==> config.mk <==
export PLATFORM = sky130hd
export DESIGN_NAME = pls_slice
export DESIGN_NICKNAME = d
export VERILOG_FILES = /design/src/pls_pkg.sv /design/src/pls_ripple.sv /design/src/pls_slice.sv /design/src/pls_table.sv
export VERILOG_INCLUDE_DIRS = /design/src /design/src/src
export SDC_FILE = /design/constraint.sdc
export NUM_CORES = 1
export LEC_CHECK = 0
export CAP_MARGIN = 20
export CELL_PAD_IN_SITES_DETAIL_PLACEMENT = 0
export CELL_PAD_IN_SITES_GLOBAL_PLACEMENT = 1
export CORE_AREA = 4 4 89 91
export DETAILED_ROUTE_END_ITERATION = 10
export DIE_AREA = 0 0 93 95
export DONT_BUFFER_PORTS = 1
export PLACE_DENSITY_LB_ADDON = 0.1
export SYNTH_ARGS = -nofsm -noshare
export SYNTH_HDL_FRONTEND = slang
export SYNTH_SLANG_ARGS = --single-unit
==> constraint.sdc <==
create_clock -name sys_clk_i -period 1.94 [get_ports sys_clk_i]
set_clock_uncertainty 0.2 [all_clocks]
set_input_delay 0.097 -clock sys_clk_i [delete_from_list [all_inputs] [get_ports sys_clk_i]]
set_output_delay 0.097 -clock sys_clk_i [all_outputs]
set_load 0.01 [all_outputs]
==> src/pls_defines.svh <==
// timing-free constants for the logic slice: widths, table sizes, init and reset values
`ifndef PLS_DEFINES_SVH
`define PLS_DEFINES_SVH
`define PLS_TABLE_INPUTS   4
`define PLS_TABLE_ENTRIES  16
`define PLS_TABLE_INIT     16'h0000
`define PLS_COUNT_WIDTH    2
`define PLS_COUNT_RESET    2'h0
`define PLS_MODE_WIDTH     2
`endif

==> src/pls_pkg.sv <==
// types shared by the logic slice files
package pls_pkg;
    typedef enum logic [1:0] {
        PLS_MODE_LOGIC,
        PLS_MODE_RIPPLE,
        PLS_MODE_RAM,
        PLS_MODE_ROM
    } pls_mode_e;
    typedef enum logic [2:0] {
        PLS_OP_ADD,
        PLS_OP_SUB,
        PLS_OP_UP,
        PLS_OP_DOWN,
        PLS_OP_CMP
    } pls_op_e;
endpackage : pls_pkg

==> src/pls_ripple.sv <==
// 2-bit arithmetic unit: add, subtract, compare, with carry generate/propagate
`timescale 1ns/1ps
`include "pls_defines.svh"
module pls_ripple
    import pls_pkg::*;
#(
    parameter int W = `PLS_COUNT_WIDTH
) (
    input  wire logic [W-1:0] a_i,
    input  wire logic [W-1:0] b_i,
    input  wire logic         cin_i,
    input  wire pls_op_e      op_i,
    output logic [W-1:0]      sum_o,
    output logic              cout_o,
    output logic              gen_o,
    output logic              prop_o,
    output logic              ge_o,
    output logic              ne_o,
    output logic              le_o
);
    logic [W-1:0] b_eff;
    logic [W:0]   full;
    logic [W:0]   g_c;

    always_comb begin
        unique case (op_i)
            PLS_OP_SUB:  b_eff = ~b_i;
            PLS_OP_UP:   b_eff = {W{1'b0}};
            PLS_OP_DOWN: b_eff = {W{1'b1}};
            default:     b_eff = b_i;
        endcase
        full   = {1'b0, a_i} + {1'b0, b_eff} + {{W{1'b0}}, cin_i};
        sum_o  = full[W-1:0];
        cout_o = full[W];
        g_c    = {1'b0, a_i} + {1'b0, b_eff};
        gen_o  = g_c[W];
        prop_o = &(a_i ^ b_eff);
        ge_o   = (a_i >= b_i);
        ne_o   = (a_i != b_i);
        le_o   = (a_i <= b_i);
    end
endmodule : pls_ripple

==> src/pls_slice.sv <==
// configurable logic slice: two four-input tables, ripple unit, RAM and ROM
`timescale 1ns/1ps
`include "pls_defines.svh"
module pls_slice
    import pls_pkg::*;
(
    input  wire logic        sys_clk_i,
    input  wire logic        rst_n_i,
    input  wire logic        clk_en_i,
    input  wire logic        cfg_load_i,
    input  wire pls_mode_e   cfg_mode_i,
    input  wire logic        cfg_fast_carry_i,
    input  wire pls_op_e     cfg_op_i,
    input  wire logic [15:0] cfg_init0_i,
    input  wire logic [15:0] cfg_init1_i,
    input  wire logic [3:0]  lut_in0_i,
    input  wire logic [3:0]  lut_in1_i,
    input  wire logic        sel5_i,
    input  wire logic        casc_sel_i,
    input  wire logic        casc_in_i,
    input  wire logic [1:0]  a_i,
    input  wire logic [1:0]  b_i,
    input  wire logic        cin_i,
    input  wire logic        wr_en_i,
    input  wire logic [3:0]  wr_addr_i,
    input  wire logic [1:0]  wr_data_i,
    input  wire logic [3:0]  rd_addr_i,
    output logic [1:0]       f_o,
    output logic             f5_o,
    output logic             casc_o,
    output logic [1:0]       sum_o,
    output logic             cout_o,
    output logic             gen_o,
    output logic             prop_o,
    output logic             ge_o,
    output logic             ne_o,
    output logic             le_o,
    output logic [1:0]       count_o
);
    logic [1:0] tbl_q;
    logic [3:0] addr0;
    logic [3:0] addr1;
    logic [1:0] wr_en_t;
    logic [1:0] r_sum;
    logic       r_cout;
    logic       r_gen;
    logic       r_prop;
    logic       r_ge;
    logic       r_ne;
    logic       r_le;
    logic       f5;

    // registered outputs
    logic [1:0] f_r, f_nxt;
    logic       f5_r, f5_nxt, casc_r, casc_nxt;
    logic [1:0] sum_r, sum_nxt, count_r, count_nxt;
    logic       cout_r, cout_nxt, gen_r, gen_nxt, prop_r, prop_nxt;
    logic       ge_r, ge_nxt, ne_r, ne_nxt, le_r, le_nxt;

    // memory modes address by the read port; logic mode by table inputs
    always_comb begin
        if (cfg_mode_i == PLS_MODE_RAM || cfg_mode_i == PLS_MODE_ROM) begin
            addr0 = rd_addr_i;
            addr1 = rd_addr_i;
        end else begin
            addr0 = lut_in0_i;
            addr1 = lut_in1_i;
        end
    end

    // write enables reach the tables in RAM mode only, so stray enables in ROM do nothing
    assign wr_en_t = {2{wr_en_i && cfg_mode_i == PLS_MODE_RAM}};

    genvar gi;
    generate
        for (gi = 0; gi < 2; gi++) begin : g_tbl
            pls_table u_tbl (
                .sys_clk_i          (sys_clk_i),
                .rst_n_i            (rst_n_i),
                .clk_en_i           (clk_en_i),
                .cfg_load_i         (cfg_load_i),
                .cfg_init_i         (gi == 0 ? cfg_init0_i : cfg_init1_i),
                .wr_en_i            (wr_en_t[gi]),
                .wr_addr_i          (wr_addr_i),
                .wr_data_i          (wr_data_i[gi]),
                .rd_addr_i          (gi == 0 ? addr0 : addr1),
                .rd_data_o          (tbl_q[gi]),
                .rd_addr_alt_dummy_o()
            );
        end
    endgenerate

    assign f5 = sel5_i ? tbl_q[1] : tbl_q[0];

    pls_ripple u_rip (
        .a_i    (cfg_op_i == PLS_OP_UP || cfg_op_i == PLS_OP_DOWN ? count_r : a_i),
        .b_i    (b_i),
        .cin_i  (cfg_op_i == PLS_OP_UP ? 1'b1 : (cfg_op_i == PLS_OP_DOWN ? 1'b0 : cin_i)),
        .op_i   (cfg_op_i),
        .sum_o  (r_sum),
        .cout_o (r_cout),
        .gen_o  (r_gen),
        .prop_o (r_prop),
        .ge_o   (r_ge),
        .ne_o   (r_ne),
        .le_o   (r_le)
    );

    // outputs are registered; reads still see the addressed word next edge
    always_comb begin
        f_nxt     = 2'h0;
        f5_nxt    = 1'b0;
        casc_nxt  = 1'b0;
        sum_nxt   = 2'h0;
        cout_nxt  = 1'b0;
        gen_nxt   = 1'b0;
        prop_nxt  = 1'b0;
        ge_nxt    = 1'b0;
        ne_nxt    = 1'b0;
        le_nxt    = 1'b0;
        count_nxt = count_r;
        unique case (cfg_mode_i)
            PLS_MODE_LOGIC: begin
                f_nxt    = tbl_q;
                f5_nxt   = f5;
                casc_nxt = casc_sel_i ? casc_in_i : f5;
            end
            PLS_MODE_RIPPLE: begin
                sum_nxt  = r_sum;
                cout_nxt = r_cout;
                gen_nxt  = cfg_fast_carry_i & r_gen;
                prop_nxt = cfg_fast_carry_i & r_prop;
                ge_nxt   = r_ge;
                ne_nxt   = r_ne;
                le_nxt   = r_le;
                if (cfg_op_i == PLS_OP_UP || cfg_op_i == PLS_OP_DOWN) begin
                    count_nxt = r_sum;
                    sum_nxt   = r_sum;
                end
            end
            PLS_MODE_RAM, PLS_MODE_ROM: begin
                f_nxt = tbl_q;
            end
        endcase
        if (cfg_load_i) begin
            count_nxt = `PLS_COUNT_RESET;
        end
    end

    always_ff @(posedge sys_clk_i or negedge rst_n_i) begin
        if (!rst_n_i) begin
            f_r     <= 2'h0;
            f5_r    <= 1'b0;
            casc_r  <= 1'b0;
            sum_r   <= 2'h0;
            cout_r  <= 1'b0;
            gen_r   <= 1'b0;
            prop_r  <= 1'b0;
            ge_r    <= 1'b0;
            ne_r    <= 1'b0;
            le_r    <= 1'b0;
            count_r <= `PLS_COUNT_RESET;
        end else if (clk_en_i) begin
            f_r     <= f_nxt;
            f5_r    <= f5_nxt;
            casc_r  <= casc_nxt;
            sum_r   <= sum_nxt;
            cout_r  <= cout_nxt;
            gen_r   <= gen_nxt;
            prop_r  <= prop_nxt;
            ge_r    <= ge_nxt;
            ne_r    <= ne_nxt;
            le_r    <= le_nxt;
            count_r <= count_nxt;
        end
    end

    assign f_o     = f_r;
    assign f5_o    = f5_r;
    assign casc_o  = casc_r;
    assign sum_o   = sum_r;
    assign cout_o  = cout_r;
    assign gen_o   = gen_r;
    assign prop_o  = prop_r;
    assign ge_o    = ge_r;
    assign ne_o    = ne_r;
    assign le_o    = le_r;
    assign count_o = count_r;

    property p_count_up;
        @(posedge sys_clk_i) disable iff (!rst_n_i)
        (clk_en_i && !cfg_load_i && cfg_mode_i == PLS_MODE_RIPPLE && cfg_op_i == PLS_OP_UP)
        |=> count_r == 2'($past(count_r) + 2'h1);
    endproperty
    a_count_up: assert property (p_count_up) else $error("count did not step up");

    property p_count_down;
        @(posedge sys_clk_i) disable iff (!rst_n_i)
        (clk_en_i && !cfg_load_i && cfg_mode_i == PLS_MODE_RIPPLE && cfg_op_i == PLS_OP_DOWN)
        |=> count_r == 2'($past(count_r) - 2'h1);
    endproperty
    a_count_down: assert property (p_count_down) else $error("count did not step down");

    property p_wrap_carry;
        @(posedge sys_clk_i) disable iff (!rst_n_i)
        (clk_en_i && cfg_mode_i == PLS_MODE_RIPPLE && cfg_op_i == PLS_OP_UP
         && count_r == 2'h3 && !cfg_load_i) |=> (count_r == 2'h0 && cout_r);
    endproperty
    a_wrap_carry: assert property (p_wrap_carry) else $error("no carry on wrap");

    property p_add;
        @(posedge sys_clk_i) disable iff (!rst_n_i)
        (clk_en_i && cfg_mode_i == PLS_MODE_RIPPLE && cfg_op_i == PLS_OP_ADD)
        |=> {cout_r, sum_r}
            == ({1'b0, $past(a_i)} + {1'b0, $past(b_i)} + {2'h0, $past(cin_i)});
    endproperty
    a_add: assert property (p_add) else $error("wrong sum");

    property p_cmp;
        @(posedge sys_clk_i) disable iff (!rst_n_i)
        (clk_en_i && cfg_mode_i == PLS_MODE_RIPPLE && cfg_op_i == PLS_OP_CMP)
        |=> (ge_r == ($past(a_i) >= $past(b_i)) && ne_r == ($past(a_i) != $past(b_i))
             && le_r == ($past(a_i) <= $past(b_i)));
    endproperty
    a_cmp: assert property (p_cmp) else $error("wrong compare");

    property p_no_carry_flags;
        @(posedge sys_clk_i) disable iff (!rst_n_i)
        (clk_en_i && !cfg_fast_carry_i) |=> (!gen_r && !prop_r);
    endproperty
    a_no_carry_flags: assert property (p_no_carry_flags) else $error("carry flags leak");

    property p_ram_write_read;
        @(posedge sys_clk_i) disable iff (!rst_n_i)
        (clk_en_i && !cfg_load_i && cfg_mode_i == PLS_MODE_RAM && wr_en_i
         && wr_addr_i == rd_addr_i) ##1 (clk_en_i && cfg_mode_i == PLS_MODE_RAM
         && $stable(rd_addr_i)) |=> f_r == $past(wr_data_i, 2);
    endproperty
    a_ram_write_read: assert property (p_ram_write_read) else $error("write lost");

    property p_rom_const;
        @(posedge sys_clk_i) disable iff (!rst_n_i)
        (cfg_mode_i == PLS_MODE_ROM && !cfg_load_i && clk_en_i)
        |=> $stable(g_tbl[0].u_tbl.mem_r) && $stable(g_tbl[1].u_tbl.mem_r);
    endproperty
    a_rom_const: assert property (p_rom_const) else $error("rom contents changed");

    property p_f5;
        @(posedge sys_clk_i) disable iff (!rst_n_i)
        (clk_en_i && cfg_mode_i == PLS_MODE_LOGIC)
        |=> f5_r == ($past(sel5_i) ? $past(tbl_q[1]) : $past(tbl_q[0]));
    endproperty
    a_f5: assert property (p_f5) else $error("five-input select wrong");

    property p_sub;
        @(posedge sys_clk_i) disable iff (!rst_n_i)
        (clk_en_i && cfg_mode_i == PLS_MODE_RIPPLE && cfg_op_i == PLS_OP_SUB)
        |=> {cout_r, sum_r}
            == ({1'b0, $past(a_i)} + {1'b0, ~$past(b_i)} + {2'h0, $past(cin_i)});
    endproperty
    a_sub: assert property (p_sub) else $error("wrong difference");

    // gen is the carry of a+b without carry-in, so chains need no ripple
    property p_gen_prop;
        @(posedge sys_clk_i) disable iff (!rst_n_i)
        (clk_en_i && cfg_fast_carry_i && cfg_mode_i == PLS_MODE_RIPPLE
         && cfg_op_i == PLS_OP_ADD)
        |=> (gen_r == (({1'b0, $past(a_i)} + {1'b0, $past(b_i)}) > 3'h3)
             && prop_r == &($past(a_i) ^ $past(b_i)));
    endproperty
    a_gen_prop: assert property (p_gen_prop) else $error("wrong generate or propagate");

    property p_casc;
        @(posedge sys_clk_i) disable iff (!rst_n_i)
        (clk_en_i && cfg_mode_i == PLS_MODE_LOGIC && casc_sel_i)
        |=> casc_r == $past(casc_in_i);
    endproperty
    a_casc: assert property (p_casc) else $error("cascade input not passed");

    property p_table_read;
        @(posedge sys_clk_i) disable iff (!rst_n_i)
        (clk_en_i && cfg_mode_i == PLS_MODE_LOGIC)
        |=> f_r == $past({g_tbl[1].u_tbl.mem_r[lut_in1_i], g_tbl[0].u_tbl.mem_r[lut_in0_i]});
    endproperty
    a_table_read: assert property (p_table_read) else $error("table output wrong");

    // a frozen slice keeps count and contents, whatever else toggles
    property p_freeze;
        @(posedge sys_clk_i) disable iff (!rst_n_i)
        !clk_en_i |=> $stable(count_r) && $stable(g_tbl[0].u_tbl.mem_r);
    endproperty
    a_freeze: assert property (p_freeze) else $error("state moved while frozen");

    // unused outputs other than count_o sit at zero so a neighbour never sees stale results; count_o holds its value until a configuration load clears it
    property p_mem_idle;
        @(posedge sys_clk_i) disable iff (!rst_n_i)
        (clk_en_i && (cfg_mode_i == PLS_MODE_RAM || cfg_mode_i == PLS_MODE_ROM))
        |=> (sum_r == 2'h0 && !cout_r && !ge_r && !ne_r && !le_r && !f5_r);
    endproperty
    a_mem_idle: assert property (p_mem_idle) else $error("idle outputs not zero");
endmodule : pls_slice

==> src/pls_table.sv <==
// one sixteen-entry table: truth table in logic mode, 16x1 memory in RAM and ROM modes
`timescale 1ns/1ps
`include "pls_defines.svh"
module pls_table
    import pls_pkg::*;
#(
    parameter int ENTRIES = `PLS_TABLE_ENTRIES,
    parameter int AW      = `PLS_TABLE_INPUTS
) (
    input  wire logic             sys_clk_i,
    input  wire logic             rst_n_i,
    input  wire logic             clk_en_i,
    input  wire logic             cfg_load_i,
    input  wire logic [ENTRIES-1:0] cfg_init_i,
    input  wire logic             wr_en_i,
    input  wire logic [AW-1:0]    wr_addr_i,
    input  wire logic             wr_data_i,
    input  wire logic [AW-1:0]    rd_addr_i,
    output logic                  rd_data_o,
    output logic [AW-1:0]         rd_addr_alt_dummy_o
);
    logic [ENTRIES-1:0] mem_r;
    logic [ENTRIES-1:0] mem_nxt;

    // configuration load wins over a user write
    always_comb begin
        mem_nxt = mem_r;
        if (cfg_load_i) begin
            mem_nxt = cfg_init_i;
        end else if (wr_en_i) begin
            mem_nxt[wr_addr_i] = wr_data_i;
        end
    end

    always_ff @(posedge sys_clk_i or negedge rst_n_i) begin
        if (!rst_n_i) begin
            mem_r <= `PLS_TABLE_INIT;
        end else if (clk_en_i) begin
            mem_r <= mem_nxt;
        end
    end

    assign rd_data_o           = mem_r[rd_addr_i];
    assign rd_addr_alt_dummy_o = rd_addr_i;
endmodule : pls_table

Yosys cells after proc, flatten, opt, wreduce, memory -nomap -nowiden:

Index checks and enable logic that the tools add are counted.

* $add $sub $neg: 2
* magnitude comparators: 6
* equal/unequal tests: 7
* mux-type cells: 33
* bitwise operators: 4
* reduce and logical (&&, ||, !) cells: 12

Operators with widths (count)
* $mux 16: 4
* $bwmux 16: 2
* $lt 4x5->1 const B: 3
* $mux 1: 15
* $mux 2: 6
* $bmux 1 s4: 2
* $mux 4: 2
* $eq 3x2->1 const B: 2
* $pmux 2 s3: 1
* $reduce_bool 2->1: 3
* $demux 1 s4: 1
* $eq 2x2->1 const B: 2
* $ge 4x1->1 const B: 1
* $reduce_and 2->1: 2
* $add 2x2->3: 1
* $add 3x1->3: 1
* $eq 3x1->1 const B: 1
* $reduce_and 3->1: 1
* $reduce_or 3->1: 1
* $and 1x1->1: 2
* $eq 2x1->1 const B: 1
* $ge 2x2->1: 1
* $le 2x2->1: 1
* $logic_and 1x1->1: 2
* 5 further kinds: 6

* bits in registers: 46
* input port bits: 69
* output and inout bits: 14
* word-level logic and storage cells: 77

Logic depth before layout (Yosys ltp):

* depth in word-level cells: 8
* depth in mapped cells: 11
* gate-level depth less buffers: 11

Hierarchy:

Synthesis repeated with hierarchy kept, for this count alone.

* cell total of the unflattened synthesis: 336
* area total of the unflattened synthesis: 3175.5 um^2

Modules (own cells, without submodules)
* pls_table: instances 2, cells an instance 119, area an instance 1129.8 um^2, sequential area each 400.4 um^2
* pls_slice: instances 1, cells an instance 76, area an instance 721.9 um^2, sequential area each 350.3 um^2
* pls_ripple: instances 1, cells an instance 22, area an instance 193.9 um^2, sequential area each 0.0 um^2

Least setup slack after synthesis:

Ideal clock, no wire load.

* path type: reg2reg
* start point: register count_r[0] (netlist: count_o[0])
* end point: register count_r[1] (netlist: count_o[1])
* setup time: 0.134 ns
* arrival time: 1.851 ns
* required time: 1.606 ns
* path slack: -0.245 ns
* cell stages (with the launch flop): 11
* path buffers: 0
* period minus slack after synthesis: 2.185 ns
* cells stage by stage: dfrtp_1 inv_1 o21a_1 inv_1 ha_1 inv_1 fa_1 inv_1 ha_1 mux2i_1 o22ai_1

* cells in the longest elaborated chain, start to end: 6

RTL lines
* start: declaration: line pls_slice.sv:56 `logic [1:0] sum_r, sum_nxt, count_r, count_nxt;`
* start signal: assignment: line pls_slice.sv:162 `` count_r <= `PLS_COUNT_RESET; ``
* start signal: assignment: line pls_slice.sv:174 `count_r <= count_nxt;`
* $mux 2: line pls_slice.sv:96 `.a_i (cfg_op_i == PLS_OP_UP || cfg_op_i == PLS_OP_DOWN ? count_r : a_i),`
* $add 2x2->3: line pls_ripple.sv:32 `full = {1'b0, a_i} + {1'b0, b_eff} + {{W{1'b0}}, cin_i};`
* $add 3x1->3: line pls_ripple.sv:32
* $mux 2: line pls_slice.sv:136 `if (cfg_op_i == PLS_OP_UP || cfg_op_i == PLS_OP_DOWN) begin`
* $mux 2: line pls_slice.sv:122 `unique case (cfg_mode_i)`
* $mux 2: line pls_slice.sv:145 `if (cfg_load_i) begin`

No other way between the ends. The select of a mux whose other input is x is not followed.
A chain may end at the register's enable or synchronous reset.

Worst setup path in the final report:

* start point: register count_r[0] (netlist: count_o[0])
* end point: register cout_r (netlist: cout_o)

* cells in the longest elaborated chain, start to end: 4

RTL lines
* $mux 2: line pls_slice.sv:96
* $add 2x2->3: line pls_ripple.sv:32
* $add 3x1->3: line pls_ripple.sv:32
* $mux 1: line pls_slice.sv:122
* end signal: assignment: line pls_slice.sv:168 `cout_r <= cout_nxt;`
* end: declaration: line pls_slice.sv:57 `logic cout_r, cout_nxt, gen_r, gen_nxt, prop_r, prop_nxt;`

No other way between the ends.

==> qor.yml <==
setup_violations: 4
ir_worst_vdd_mv: 0.309
crit_path_max_incr_delay_ns: 0.51
die-height_um: 95
gp_congestion: 0.774
cts_buffers: 5
cts_max_level: 2
clock.fmax_mhz: 473
tightest_slew_ns: 0.497
start_util_pct: 41.5
post-dp-hpwl_mm: 6.02
final_layout_size_suffix_gt1_share_pct: 12.4
yosys_warnings: 0
cts_tree: "yes"
fin_area_um2: 4050
hp-class: "input pin to flop"
grt_pass1_vias: 2892
cp-end-kind: "flop"
die_w_um: 93
postPlaceCellArea_um2: 3110
vias: 2741
synth_seq_cells: 46
clk_pin_slew_ns: 0.09
dieArea_um2: 8840
synth_area_per_cell_um2: 9.62
viasPerCell: 5.63
grt_max_degree: 47
row_count: 31
syn2layout_area_growth_pct: 36.7
syn_inst: 308
period_share_pct: 109
hold_viol: 0
fin_util_pct: 56.7
start_kind: "flop"
grt_pass1_wl_mm: 14.4
fin_ws_ns: -0.173
synth_area_um2: 2960
clk_latency_ns: 0.31
leakage_nw: 1.58
cts.sinks: 46
grt_overflow: 0
synth_fp_nets: 384
drt_iter0_drc: 112
fill_cells: 661
antenna_found_initial: 0
wire_per_inst_um: 18.1
critPathMostFrequentCell: "inv_2"
worstPathBufferInverterCount: 4
p_per_area_nw_per_um2: 686
cts_buffer_depth: 2
yosysSeqAreaShare_pct: 38.9
first_pass_iters: 4
io_buffers: 0
rsz0062_at_grt: "true"
layout_min_cycle_time_ns: 2.11
worstPathCellList: "inv_2 > o21a_1 > inv_2 > ha_4 > inv_2 > fa_1 > inv_2 > ha_4 > xnor2_1 > a22o_1"
final_nets: 463
path_max_fanout: 2
power_mw: 2.78
cp_data_required_time_ns: 1.95
path_class: "flop to flop"
ant_nets: 0
max_cap_viol_count: 0
fin_tns_setup_ns: -0.536
drc: 0
violations: "setup timing"
critPathTopFamily: "adder cells"
status: "complete, but fails checks"
wl_mm: 8.83
slew_violations: 0
maxSlewHeadroom_pct: 66.8
n_antenna_cell: 0
cp_slowest_cell: "fa_1"
coreArea_um2: 7140
top_level_ports: 83
cts_root_buf: "clkbuf_8"
grt_usage_pct: 21.0
critPathArrivalTime_ns: 2.12
ys_types: 40
per-stage QoR:
stage | hold slack (ns) | std cells | setup WS [ns]
2_1_floorplan | -0.399 | 308 | -0.176
5_1_grt | 0.0592 | 487 | -0.277
6_report | 0.0150 | 487 | -0.173
4_1_cts | 0.00606 | 486 | -0.187
3_5_place_dp | -0.397 | 401 | -0.198
3_3_place_gp | -0.397 | 401 | -0.164
metal layers:
metal	wire (µm)	track usage, %	vias to the layer above
met5	0	0	-
met3	504	3.98	14
met1	3740	25.5	1334
met4	171	7.57	0
met2	4410	37.0	74
li1	-	-	1319
synthesized netlist by cell type, drive strengths merged:
cell type | n | share of area, %
a21o | 3 | 0.76
a21oi | 14 | 2.4
a22o | 4 | 1.2
a22oi | 32 | 8.1
and2 | 1 | 0.21
buf | 1 | 0.38
clkbuf | 18 | 2.3
dfrtp | 46 | 39
fa | 1 | 0.68
ha | 6 | 2.5
inv | 18 | 2.3
mux2 | 4 | 1.8
mux2i | 27 | 9.1
mux4 | 8 | 6.6
nand2 | 20 | 2.5
nand2b | 8 | 1.7
nand3 | 3 | 0.51
nand3b | 1 | 0.25
nand4 | 3 | 0.84
nor2 | 11 | 1.4
nor2b | 1 | 0.21
nor3 | 15 | 2.5
nor4 | 2 | 0.42
nor4b | 1 | 0.51
o21a | 1 | 0.25
o21ai | 38 | 6.4
o21bai | 1 | 0.25
o22ai | 3 | 0.63
o2bb2ai | 5 | 1.5
o31ai | 2 | 0.51
o32ai | 2 | 0.59
or2 | 5 | 1.1
or3 | 1 | 0.21
or3b | 1 | 0.30
xnor2 | 1 | 0.30
power breakdown:
group          internal (mW)  switching (mW)  leakage [nW]
clock                  0.361           0.354        0.0575
sequential              1.09           0.116         0.521
combinational          0.501           0.354          1.00
total                   1.95           0.824          1.58
tightest hold or removal path, delay by kind of cell:
kind                       cells  cell delay, ns
buffers and inverters          1            0.03
AOI/OAI and AO/OA              2            0.19
adders and majority gates      1            0.16
final timing paths:
check | slack [ns] | depth (start not counted) | start | end
min reg2reg | 0.36 | 1 | ge_o$_DFFE_PN0P_ | ge_o$_DFFE_PN0P_
max in group asynchronous | 1.23 | 2 | rst_n_i | g_tbl[1].u_tbl.mem_r[9]$_DFFE_PN0P_
min in group asynchronous | 0.08 | 2 | rst_n_i | casc_o$_DFFE_PN0P_
max | -0.17 | 10 | count_o[0]$_DFFE_PN0P_ | cout_o$_DFFE_PN0P_
max reg2reg | -0.17 | 10 | count_o[0]$_DFFE_PN0P_ | cout_o$_DFFE_PN0P_
min | 0.01 | 4 | b_i[1] | le_o$_DFFE_PN0P_
layout make-up:
class                   instances  area, µm²  area share (%)
multi-input cells             225       1700            41.9
flip-flops and latches         46       1150            28.4
repair buffers                 91        901            22.2
well taps                      99        124            3.06
clock buffers                   8        110            2.72
inverters                      18       67.6            1.67
logic make-up (layout without fill, tap and decap cells):
family          after synthesis  in the layout  share of synthesized area [%]
compound gates              105            105                           22.6
xor+xnor                      1              1                          0.296
fa+ha+maj                     7              7                           3.21
buf+inv                      37            117                           4.94
flops                        46             46                           38.9
mux                          39             39                           17.5
simple gates                 73             73                           12.7
cell usage in the layout, fill, tap and decap left out, types with 2 or more instances in the layout:
cell	n
dlygate4sd3_1	74
dfrtp_1	46
o21ai_0	37
a22oi_1	32
mux2i_1	27
nand2_1	20
nor3_1	15
buf_4	15
inv_1	14
a21oi_1	14
nor2_1	10
nand2b_1	8
clkbuf_8	8
o2bb2ai_1	5
inv_2	4
or2_2	4
mux4_2	4
a22o_1	4
mux4_1	4
ha_1	4
a21o_1	3
nand3_1	3
o22ai_1	3
nand4_1	2
nor4_1	2
o31ai_1	2
mux2_4	2
mux2_2	2
o32ai_1	2
ha_4	2
sequential cells by signal, indices dropped and copies added (netlist names):
signal             cells
g_tbl.u_tbl.mem_r     32
count_o                2
f_o                    2
sum_o                  2
casc_o                 1
cout_o                 1
f5_o                   1
ge_o                   1
gen_o                  1
le_o                   1
ne_o                   1
prop_o                 1
repair_timing:
action | 4_1_cts | 5_1_grt
hold buffers | 76 | 0
pin swaps | 1 | 2
resized for setup | 3 | 5
hold endpoints to repair | 89 | 0
endpoints found under the setup margin | 3 | 17
setup buffers | 1 | 1
No activity file was read; power rests on OpenSTA's default activity.
